File: src/logic/lecs_pkg.sv
package lecs_pkg;
    // Register indices as printed; byte address is four times the index
    localparam logic [11:0] LECS_IDX_HOLD1   = 12'h489;
    localparam logic [11:0] LECS_IDX_HOLD2   = 12'h48a;
    localparam logic [11:0] LECS_IDX_HOLD3   = 12'h48b;
    // Own registers for counters, status, mask and control
    localparam logic [11:0] LECS_IDX_CNT1    = 12'h500;
    localparam logic [11:0] LECS_IDX_CNT2    = 12'h501;
    localparam logic [11:0] LECS_IDX_CNT3    = 12'h502;
    localparam logic [11:0] LECS_IDX_CNTRST  = 12'h503;
    localparam logic [11:0] LECS_IDX_IRQSTAT = 12'h504;
    localparam logic [11:0] LECS_IDX_IRQMASK = 12'h505;
    // Field positions inside a hold field and a counter word
    localparam int          LECS_BIT_UCC     = 2;
    localparam int          LECS_BIT_CGI     = 1;
    localparam int          LECS_BIT_RDE     = 0;
    localparam int          LECS_CNT_W       = 8;
    // Reset values and counter top value
    localparam logic [2:0]  LECS_HOLD_RST    = 3'h7;
    localparam logic [7:0]  LECS_CNT_MAX     = 8'hff;
    localparam logic [8:0]  LECS_MASK_RST    = 9'h000;
    // Bus answer state
    typedef enum logic [1:0] {
        LECS_IDLE = 2'b01,
        LECS_DONE = 2'b10
    } lecs_bus_t;
endpackage

File: src/logic/lecs_counter_bank.sv
// Functional notes
// - Hold enabled: counter stops at 0xff.
// - Hold disabled: counter wraps to zero.
// - Bit2 control char, bit1 table, bit0 disparity.
// - Hold bits 2:0, reset ones, reserved zero.
//
// The Avalon-MM register port was left to the implementer.
`timescale 1ns/100ps
`default_nettype none

module lecs_counter_bank
    import lecs_pkg::*;
#(
    parameter int LANES = 3
) (
    input  wire logic                ref_clk,
    input  wire logic                reset,
    // Avalon-MM slave, word addressed by byte address bits
    input  wire logic [13:0]         avsAddress,
    input  wire logic                avsRead,
    input  wire logic                avsWrite,
    input  wire logic [31:0]         avsWriteData,
    input  wire logic [3:0]          avsByteEnable,
    output logic      [31:0]         avsReadData,
    output logic                     avsWaitRequest,
    output logic      [1:0]          avsResponse,
    // Error events per lane, bit order as in a hold field
    input  wire logic [3*LANES-1:0]  laneErrorEvent,
    // Hold field copy for the deframer
    output logic      [3*LANES-1:0]  laneHoldField,
    output logic                     irq
);

    ////////////////////////////////////////////////////////////////////
    // State
    // Everything the block remembers lives in this one record, so the
    // reset branch and the register stage stay in one place.
    // Bus phase: idle until a request is taken, then one answer cycle.
    // Read data and response are registered at the taking edge and
    // stand until the next answer replaces them.
    // Hold bits keep the lane order of the error event bus, so index
    // 3*(lane-1)+k is the same counter everywhere in this file.
    // Counters are plain flip-flops; no memory macro is worth it for
    // nine bytes, and flops let every counter step in the same cycle.
    typedef struct packed {
        lecs_bus_t                   bus;     // Answer phase
        logic [31:0]                 rdata;   // Registered read data
        logic [1:0]                  resp;    // Registered response
        logic [3*LANES-1:0]          hold;    // Hold fields, all lanes
        logic [3*LANES-1:0][7:0]     cnt;     // Error counters
        logic [3*LANES-1:0]          stat;    // Sticky wrap/saturate
        logic [3*LANES-1:0]          mask;    // Interrupt mask
    } lecs_state_t;

    lecs_state_t state_ff;
    lecs_state_t nxt_state;

    // Word index from byte address
    // Byte lanes below the word are ignored; software is expected to
    // issue aligned word accesses only.
    logic [11:0] wordIdx;
    assign wordIdx = avsAddress[13:2];

    // Next counter value, honouring hold or wrap
    // Clear beats an event in the same cycle, so a reset strobe always
    // leaves the counter at zero even under a storm of errors.
    // With hold set the counter freezes at the top and later events of
    // its type are dropped; the held value stays readable.
    // With hold clear the add simply overflows, which is the roll-over
    // back to zero that software asked for.
    // Used for all nine counters, hence a function.
    function automatic logic [7:0] cnt_next(input logic [7:0] c,
                                            input logic       ev,
                                            input logic       hold,
                                            input logic       clr);
        logic [7:0] r;
        r = c;
        if (clr) begin
            r = 8'h00;
        end else if (ev && !(hold && c == LECS_CNT_MAX)) begin
            r = c + 8'h01;
        end
        return r;
    endfunction

    ////////////////////////////////////////////////////////////////////
    // Next state
    // Starts from the present state and changes only what this cycle
    // touches, so every field has a value on every path.
    // A write takes effect at the taking edge, while the bus is idle;
    // the answer cycle that follows repeats nothing, even though the
    // master still holds its request there.
    // Hold fields are not locked outside deframer soft reset: keeping
    // to that window is the duty of software, and a lock would need a
    // control input this block does not have.
    // Status bits are set when a counter steps from 0xfe to 0xff, in
    // hold and wrap mode alike; a set in the same cycle as a
    // write-one-to-clear wins, so no event is lost.
    always_comb begin
        logic         acc;
        logic         wr;
        logic [31:0]  rd;
        logic [1:0]   rs;
        logic [8:0]   clrCnt;
        acc    = avsRead | avsWrite;
        wr     = avsWrite && state_ff.bus == LECS_IDLE;
        rd     = 32'h0000_0000;
        rs     = 2'h0;
        clrCnt = 9'h000;
        nxt_state = state_ff;
        // Counter reset strobe is a write-only pulse register
        if (wr && wordIdx == LECS_IDX_CNTRST && avsByteEnable[0]) begin
            clrCnt = avsWriteData[8:0];
        end
        // Counters: held at max (event lost) or wrap to zero
        for (int i = 0; i < 3*LANES; i++) begin
            nxt_state.cnt[i] = cnt_next(state_ff.cnt[i],
                laneErrorEvent[i], state_ff.hold[i], clrCnt[i]);
            // Sticky on reaching max; set wins over clear
            if (laneErrorEvent[i] && !clrCnt[i]
                && state_ff.cnt[i] == 8'hfe) begin
                nxt_state.stat[i] = 1'b1;
            end else if (wr && wordIdx == LECS_IDX_IRQSTAT
                         && avsWriteData[i]) begin
                nxt_state.stat[i] = 1'b0;
            end
        end
        // Register decode
        case (wordIdx)
            LECS_IDX_HOLD1, LECS_IDX_HOLD2, LECS_IDX_HOLD3: begin
                // Software keeps to deframer soft reset when writing
                rd[2:0] = state_ff.hold[3*(wordIdx-LECS_IDX_HOLD1) +: 3];
                if (wr && avsByteEnable[0]) begin
                    nxt_state.hold[3*(wordIdx-LECS_IDX_HOLD1) +: 3] =
                        avsWriteData[2:0];
                end
            end
            LECS_IDX_CNT1, LECS_IDX_CNT2, LECS_IDX_CNT3: begin
                // Bits 23:16 control char, 15:8 table, 7:0 disparity
                rd[23:0] = state_ff.cnt[3*(wordIdx-LECS_IDX_CNT1) +: 3];
            end
            LECS_IDX_CNTRST: begin
                rd = 32'h0000_0000;
            end
            LECS_IDX_IRQSTAT: begin
                rd[8:0] = state_ff.stat;
            end
            LECS_IDX_IRQMASK: begin
                rd[8:0] = state_ff.mask;
                if (wr && avsByteEnable[0]) begin
                    nxt_state.mask[7:0] = avsWriteData[7:0];
                end
                if (wr && avsByteEnable[1]) begin
                    nxt_state.mask[8] = avsWriteData[8];
                end
            end
            default: begin
                // Unmapped: reads zero, slave error response
                rs = 2'h2;
            end
        endcase
        // One wait cycle, then answer
        case (state_ff.bus)
            LECS_IDLE: begin
                if (acc) begin
                    nxt_state.bus   = LECS_DONE;
                    nxt_state.rdata = rd;
                    nxt_state.resp  = rs;
                end
            end
            LECS_DONE: begin
                nxt_state.bus = LECS_IDLE;
            end
            default: begin
                nxt_state.bus = LECS_IDLE;
            end
        endcase
    end

    ////////////////////////////////////////////////////////////////////
    // Registers
    // Synchronous reset only; the reset branch loads constants.
    // Hold bits come up as all ones, so every counter saturates until
    // software chooses roll-over for it.
    // Counters, status and mask come up clear, so the interrupt output
    // is low straight out of reset.
    always_ff @(posedge ref_clk) begin
        if (reset) begin
            state_ff.bus   <= LECS_IDLE;
            state_ff.rdata <= 32'h0000_0000;
            state_ff.resp  <= 2'h0;
            state_ff.hold  <= {LANES{LECS_HOLD_RST}};
            state_ff.cnt   <= '0;
            state_ff.stat  <= '0;
            state_ff.mask  <= LECS_MASK_RST;
        end else begin
            state_ff <= nxt_state;
        end
    end

    ////////////////////////////////////////////////////////////////////
    // Outputs
    // Waitrequest is combinational so that it follows the request in
    // the taking cycle; it drops only in the answer cycle.
    // Data outputs come straight from flip-flops.
    // The interrupt is a level: high while any unmasked sticky status
    // bit is set, low again once software clears or masks it.
    // The hold copy feeds the deframer directly, with no extra stage.
    assign avsWaitRequest = (avsRead | avsWrite)
                            && state_ff.bus != LECS_DONE;
    assign avsReadData    = state_ff.rdata;
    assign avsResponse    = state_ff.resp;
    assign laneHoldField  = state_ff.hold;
    assign irq            = |(state_ff.stat & state_ff.mask);

endmodule

`default_nettype wire

File: config.mk
export PLATFORM = sky130hd
export DESIGN_NAME = lecs_counter_bank
export DESIGN_NICKNAME = d
export VERILOG_FILES = /design/src/logic/lecs_pkg.sv /design/src/logic/lecs_counter_bank.sv
export SDC_FILE = /design/constraint.sdc
export NUM_CORES = 1
export LEC_CHECK = 0
export ABC_AREA = 1
export BUFFER_PORTS_ARGS = -buffer_cell sky130_fd_sc_hd__buf_2
export CORE_MARGIN = 2
export CORE_UTILIZATION = 30
export CTS_BUF_LIST = sky130_fd_sc_hd__clkbuf_16
export DETAILED_ROUTE_END_ITERATION = 10
export SYNTH_ARGS = -nofsm -noshare
export SYNTH_HDL_FRONTEND = slang
export SYNTH_SLANG_ARGS = --single-unit
File: constraint.sdc
create_clock -name ref_clk -period 5.38 [get_ports ref_clk]
set_input_delay 0.269 -clock ref_clk [delete_from_list [all_inputs] [get_ports ref_clk]]
set_output_delay 0.269 -clock ref_clk [all_outputs]
set_load 0.005 [all_outputs]
Word level (Yosys, flattened, before mapping). Cells that the tools add are included.

Add/sub/neg operators: 12. $mul: 2. Equal/unequal tests: 29. Shift-type cells: 11. Mux-type cells: 24. Bitwise logic cells: 3. Reductions and logical operators: 97.

Operator list (number): variable part select 9 x 33 -> 3 bit (9); equality test 8 bit, second input constant (18); equality test 12 x 11 -> 1 bit, second input constant (9); adder 8 x 1 -> 8 bit, second input constant (9); logical AND 1 bit (52); negation 32 -> 34 bit (1); variable shift 3 x 34 -> 9 bit, first input constant (1); variable part select 3 x 34 -> 9 bit (1); multiplier 3 x 13 -> 16 bit, first input constant (2); subtractor 12 x 11 -> 13 bit, second input constant (2); OR reduction 2 bit (10); logical NOT 1 bit (18); 2-to-1 mux 1 bit (18); case mux 6 bit (3 select lines) (1); nonzero test 2 bit (9); OR reduction 9 bit (2); 2-to-1 mux 15 bit (1); case mux 3 bit (4 select lines) (1); bitwise AND 9 bit (1); bitwise mux 9 bit (1); 2-to-1 mux 9 bit (1); AND reduction 2 bit (4); OR reduction 3 bit (2); equality test 2 x 1 -> 1 bit, second input constant (1); other kinds (4) (4).

Register bits after elaboration: 127. Input bits: 63. Output and inout port bits: 45. Word-level logic and storage cells: 202.

Depth between registers and ports, before layout.
Depth after elaboration: 9. Depth in mapped cells: 41. Depth with buffers taken out: 38.

Least setup slack after synthesis. No wires, ideal clock.

Path kind: input-to-reg. Start: input port avsAddress[2]. End: register state_ff (netlist bit laneHoldField[1]). Setup time: 132 ps. Arrival: 4979 ps. Path slack: 269 ps. Cell stages on the path: 33. Path buffers: 4. Cell sequence: buf_4 -> inv_1 -> clkbuf_1 -> buf_4 -> ha_1 -> buf_2 -> clkinv_1 -> ha_1 -> ha_1 -> fa_1 -> inv_1 -> nand2_1 -> nor2_4 -> nand3_4 -> nor2_4 -> nand3_2 -> nor2_1 -> nand2_1 -> ha_1 -> nor4_1 -> nand2_1 -> nor2_1 -> nand2_1 -> nand2_1 -> nand3_2 -> nor2_2 -> nand4_4 -> nor2_4 -> nand3_2 -> nand2_2 -> nand2_1 -> nand2_1 -> nand3_1.

Longest elaborated chain between the ends: 5.

RTL lines: start, declared (line lecs_counter_bank.sv:19) `input wire logic [13:0] avsAddress,`; subtractor 12 x 11 -> 13 bit (line lecs_counter_bank.sv:134) `nxt_state.hold[3*(wordIdx-LECS_IDX_HOLD1) +: 3] =`; multiplier 3 x 13 -> 16 bit (line lecs_counter_bank.sv:134); negation 32 -> 34 bit (line lecs_counter_bank.sv:134); variable part select 3 x 34 -> 9 bit or variable shift 3 x 34 -> 9 bit (tied branches) (line lecs_counter_bank.sv:134); bitwise mux 9 bit (line lecs_counter_bank.sv:134); end signal, assigned (line lecs_counter_bank.sv:197) `state_ff <= nxt_state;`; end, declared (line lecs_counter_bank.sv:55) `lecs_state_t state_ff;`.

Several ways; a longest one is shown, not always the timed one. A chain may end at the register's enable or synchronous reset.

Worst setup path in the final report.
Start: input port avsAddress[3]. End: register state_ff (netlist bit laneHoldField[5]).

Same word-level chain as after synthesis.

==> flow_summary.yaml <==
yosys:
  synthCells: 1671
  ys_warn_count: 0
  muxShareOfSynthArea_pct: 0
  synth_xor_area_share_pct: 2.09
  synth_cell_type_count: 57
  synth-simple-area-share_pct: 33.0
  netlist_area_um2: 10500
  yosysTopAreaCell: "dfxtp_1"
  synth_top_family_by_area: "simple AND/OR/NAND/NOR gates"
  synthAdderAreaFrac_pct: 7.56
  netlist.area_leader.share_pct: 24.1
  ys_seq_elements: 126
  avgSynthCellArea_um2: 6.26
  async_flop_share_pct: 0
  synth_edf_count: 0
  yosysSeqAreaShare_pct: 24.1
  synth_top_cells_by_count: "nand2_1 (396), inv_1 (214), o21ai_0 (141), a21oi_1 (139), dfxtp_1 (126)"
  synth.most_common_cell: "nand2_1"
  synth_ff_type: "dfxtp_1"
  yosys-top-cells-area: "dfxtp_1 (24%), nand2_1 (14%), inv_1 (7.7%)"
  synth_compound_area_share_pct: 20.0
placed_design:
  dp.cells: 2125
  place_hpwl_um: 27600
  gp_congestion: 0.934
  dp_slack_ns: 0.0400
  io_buffers: 71
  dpl_cell_area_um2: 11000
clocking:
  htreeDepth: 4
  cts_tree: "done"
  clock_sink_count: 126
  cts_buffer_depth: 2
  worstSkewPairLatency_ns: 0.44
  clk_pin_slew_worst_paths_ns: 0.07
  cts-root-buf: "clkbuf_16"
  cts_resized: 0
  post-cts-setup-buffers: 0
  numCtsBuffers: 17
  postCtsHoldBufs: 0
critical_path:
  cp_slowest_cell: "ha_1"
  timing.critical_path.mode_cell: "nand2_1"
  worst_setup_path_start_kind: "primary input"
  path_max_fanout: 6
  crit_required_ns: 5.70
  slowest_delay_ns: 0.37
  critPathCaptureType: "register"
  rr_worst_depth: 6
  critPathKind: "in2reg"
  cp.arrival_ns: 5.15
sta:
  hold_slack_ns: 0.132
  fmax_ghz: 0.207
  finalHoldViolCount: 0
  tns_ns: 0
  tightest_slew_ns: 1.06
  maxSlewViolCount: 0
  rsz0062_at_grt: "no"
  fin_crit_ns: 4.83
  fin_skew_ns: 0.0169
  max_slew_margin_pct: 29.0
  setup_ws_ns: 0.555
  min_period_over_period_pct: 89.7
  setup_viol: 0
final_layout:
  final_nets: 1814
  drive_above_1_share_pct: 11.0
  filler_cell_count: 3811
  syn_to_final_growth_pct: 11.0
  multi_input_area_um2: 6590
  stdcell_count: 2158
  fin_area_um2: 11600
  final_core_util_pct: 33.7
  seq_area_um2: 2520
global_routing:
  grt_max_degree: 60
  grt_usage_pct: 19.6
  grt_remaining_overflow: 0
  antenna_found_initial: 1
  grt_pass1_vias: 10126
  grt_pass1_wl_um: 55600
routing:
  via_per_inst: 5.11
  drt_iter0_markers: 976
  routedWlPerCell_um: 16.4
  vias: 11033
  wirelength_um: 35300
  drcViolationCount: 0
  drtAntennaViolNets: 0
  firstDrtPassIters: 6
power_and_ir_drop:
  p_clk_share_pct: 38.3
  seqPwrFrac_pct: 29.3
  switching_share_pct: 38.8
  combPwrFrac_pct: 32.4
  p_int_mw: 2.01
  cellPowerDensity_nw_per_um2: 282
  p_leak_nw: 4.79
  vdd_drop_max_uv: 233
  power_switching_mw: 1.27
  p_total_mw: 3.28
die:
  num_rows: 68
  num_io_pins: 108
  die_area_um2: 36400
  start_util_pct: 30.4
  die_width_um: 191
  core_area_um2: 34500
  fp.dieH_um: 191
hold_path:
  holdPathStages: 3
  hold_path_class: "in2reg"
outcome:
  status: "finished clean"
flow_run:
  maxCapViolCount: 0
[power groups by stage]
stage / logic (mW) / clock network (mW) / registers [mW]
2_1_floorplan: 0.794 / 0 / 0.977
3_3_place_gp: 1.04 / 0 / 0.982
3_5_place_dp: 1.04 / 0 / 0.982
4_1_cts: 1.05 / 1.28 / 0.962
5_1_grt: 1.18 / 1.33 / 0.963
6_report: 1.06 / 1.26 / 0.962
[logic make-up after synthesis]
logic type,after synthesis
buf+inv,319
simple gates,759
compound gates,379
xor+xnor,25
other cells,1
fa+ha+maj,62
flops,126
[layer usage]
metal  GRT usage [%]  share of wire, %  vias to the layer above  routed length [µm]
met1            27.1                46                     5059               16400
met2            30.1                44                      391               15500
li1                -                 -                     5525                   -
met4            7.04               2.6                        0                 917
met3            3.64               7.1                       58                2520
met5               0                 0                        -                   0
[worst paths after layout]
check,slack (ns),from,end
worst max-delay path,0.55,avsAddress[3],laneHoldField[5]$_SDFFE_PP1P_
worst min-delay path,0.13,laneErrorEvent[5],state_ff[58]$_SDFFE_PP0P_
worst max register to register,2.08,state_ff[133]$_SDFFE_PP1N_,avsReadData[17]$_SDFFE_PP0P_
worst min register to register,0.46,state_ff[33]$_SDFFE_PP0P_,state_ff[33]$_SDFFE_PP0P_
[flip-flops by register name, summed over array words and instances (netlist names)]
register       count
state_ff          92
avsResponse        1
laneHoldField      9
avsReadData       24
[layout by cell type, fill, tap and decap left out, types with 34 or more instances in the layout]
cell,count
o21ai_0,141
nor2_1,120
dfxtp_1,126
buf_2,71
inv_1,214
ha_1,60
nand3_1,103
o22ai_1,34
a21oi_1,139
nand2_1,396
[worst max-delay path: cells and delay by family]
kind | cells | cell delay, ns
xor+xnor | 2 | 0.60
fa+ha+maj | 4 | 1.19
simple gates | 22 | 2.12
compound gates | 3 | 0.62
buf+inv | 3 | 0.35
[cell type report]
type | instances | share of cell area [%]
Antenna cell | 1 | 0.0215
Clock inverter | 15 | 1.73
Sequential cell | 126 | 21.7
Timing Repair Buffer | 84 | 3.90
Multi-Input combinational cell | 1234 | 56.7
Tap cell | 455 | 4.90
Clock buffer | 17 | 3.66
Inverter | 226 | 7.32
Note: power is estimated with default switching activity, not from simulation.
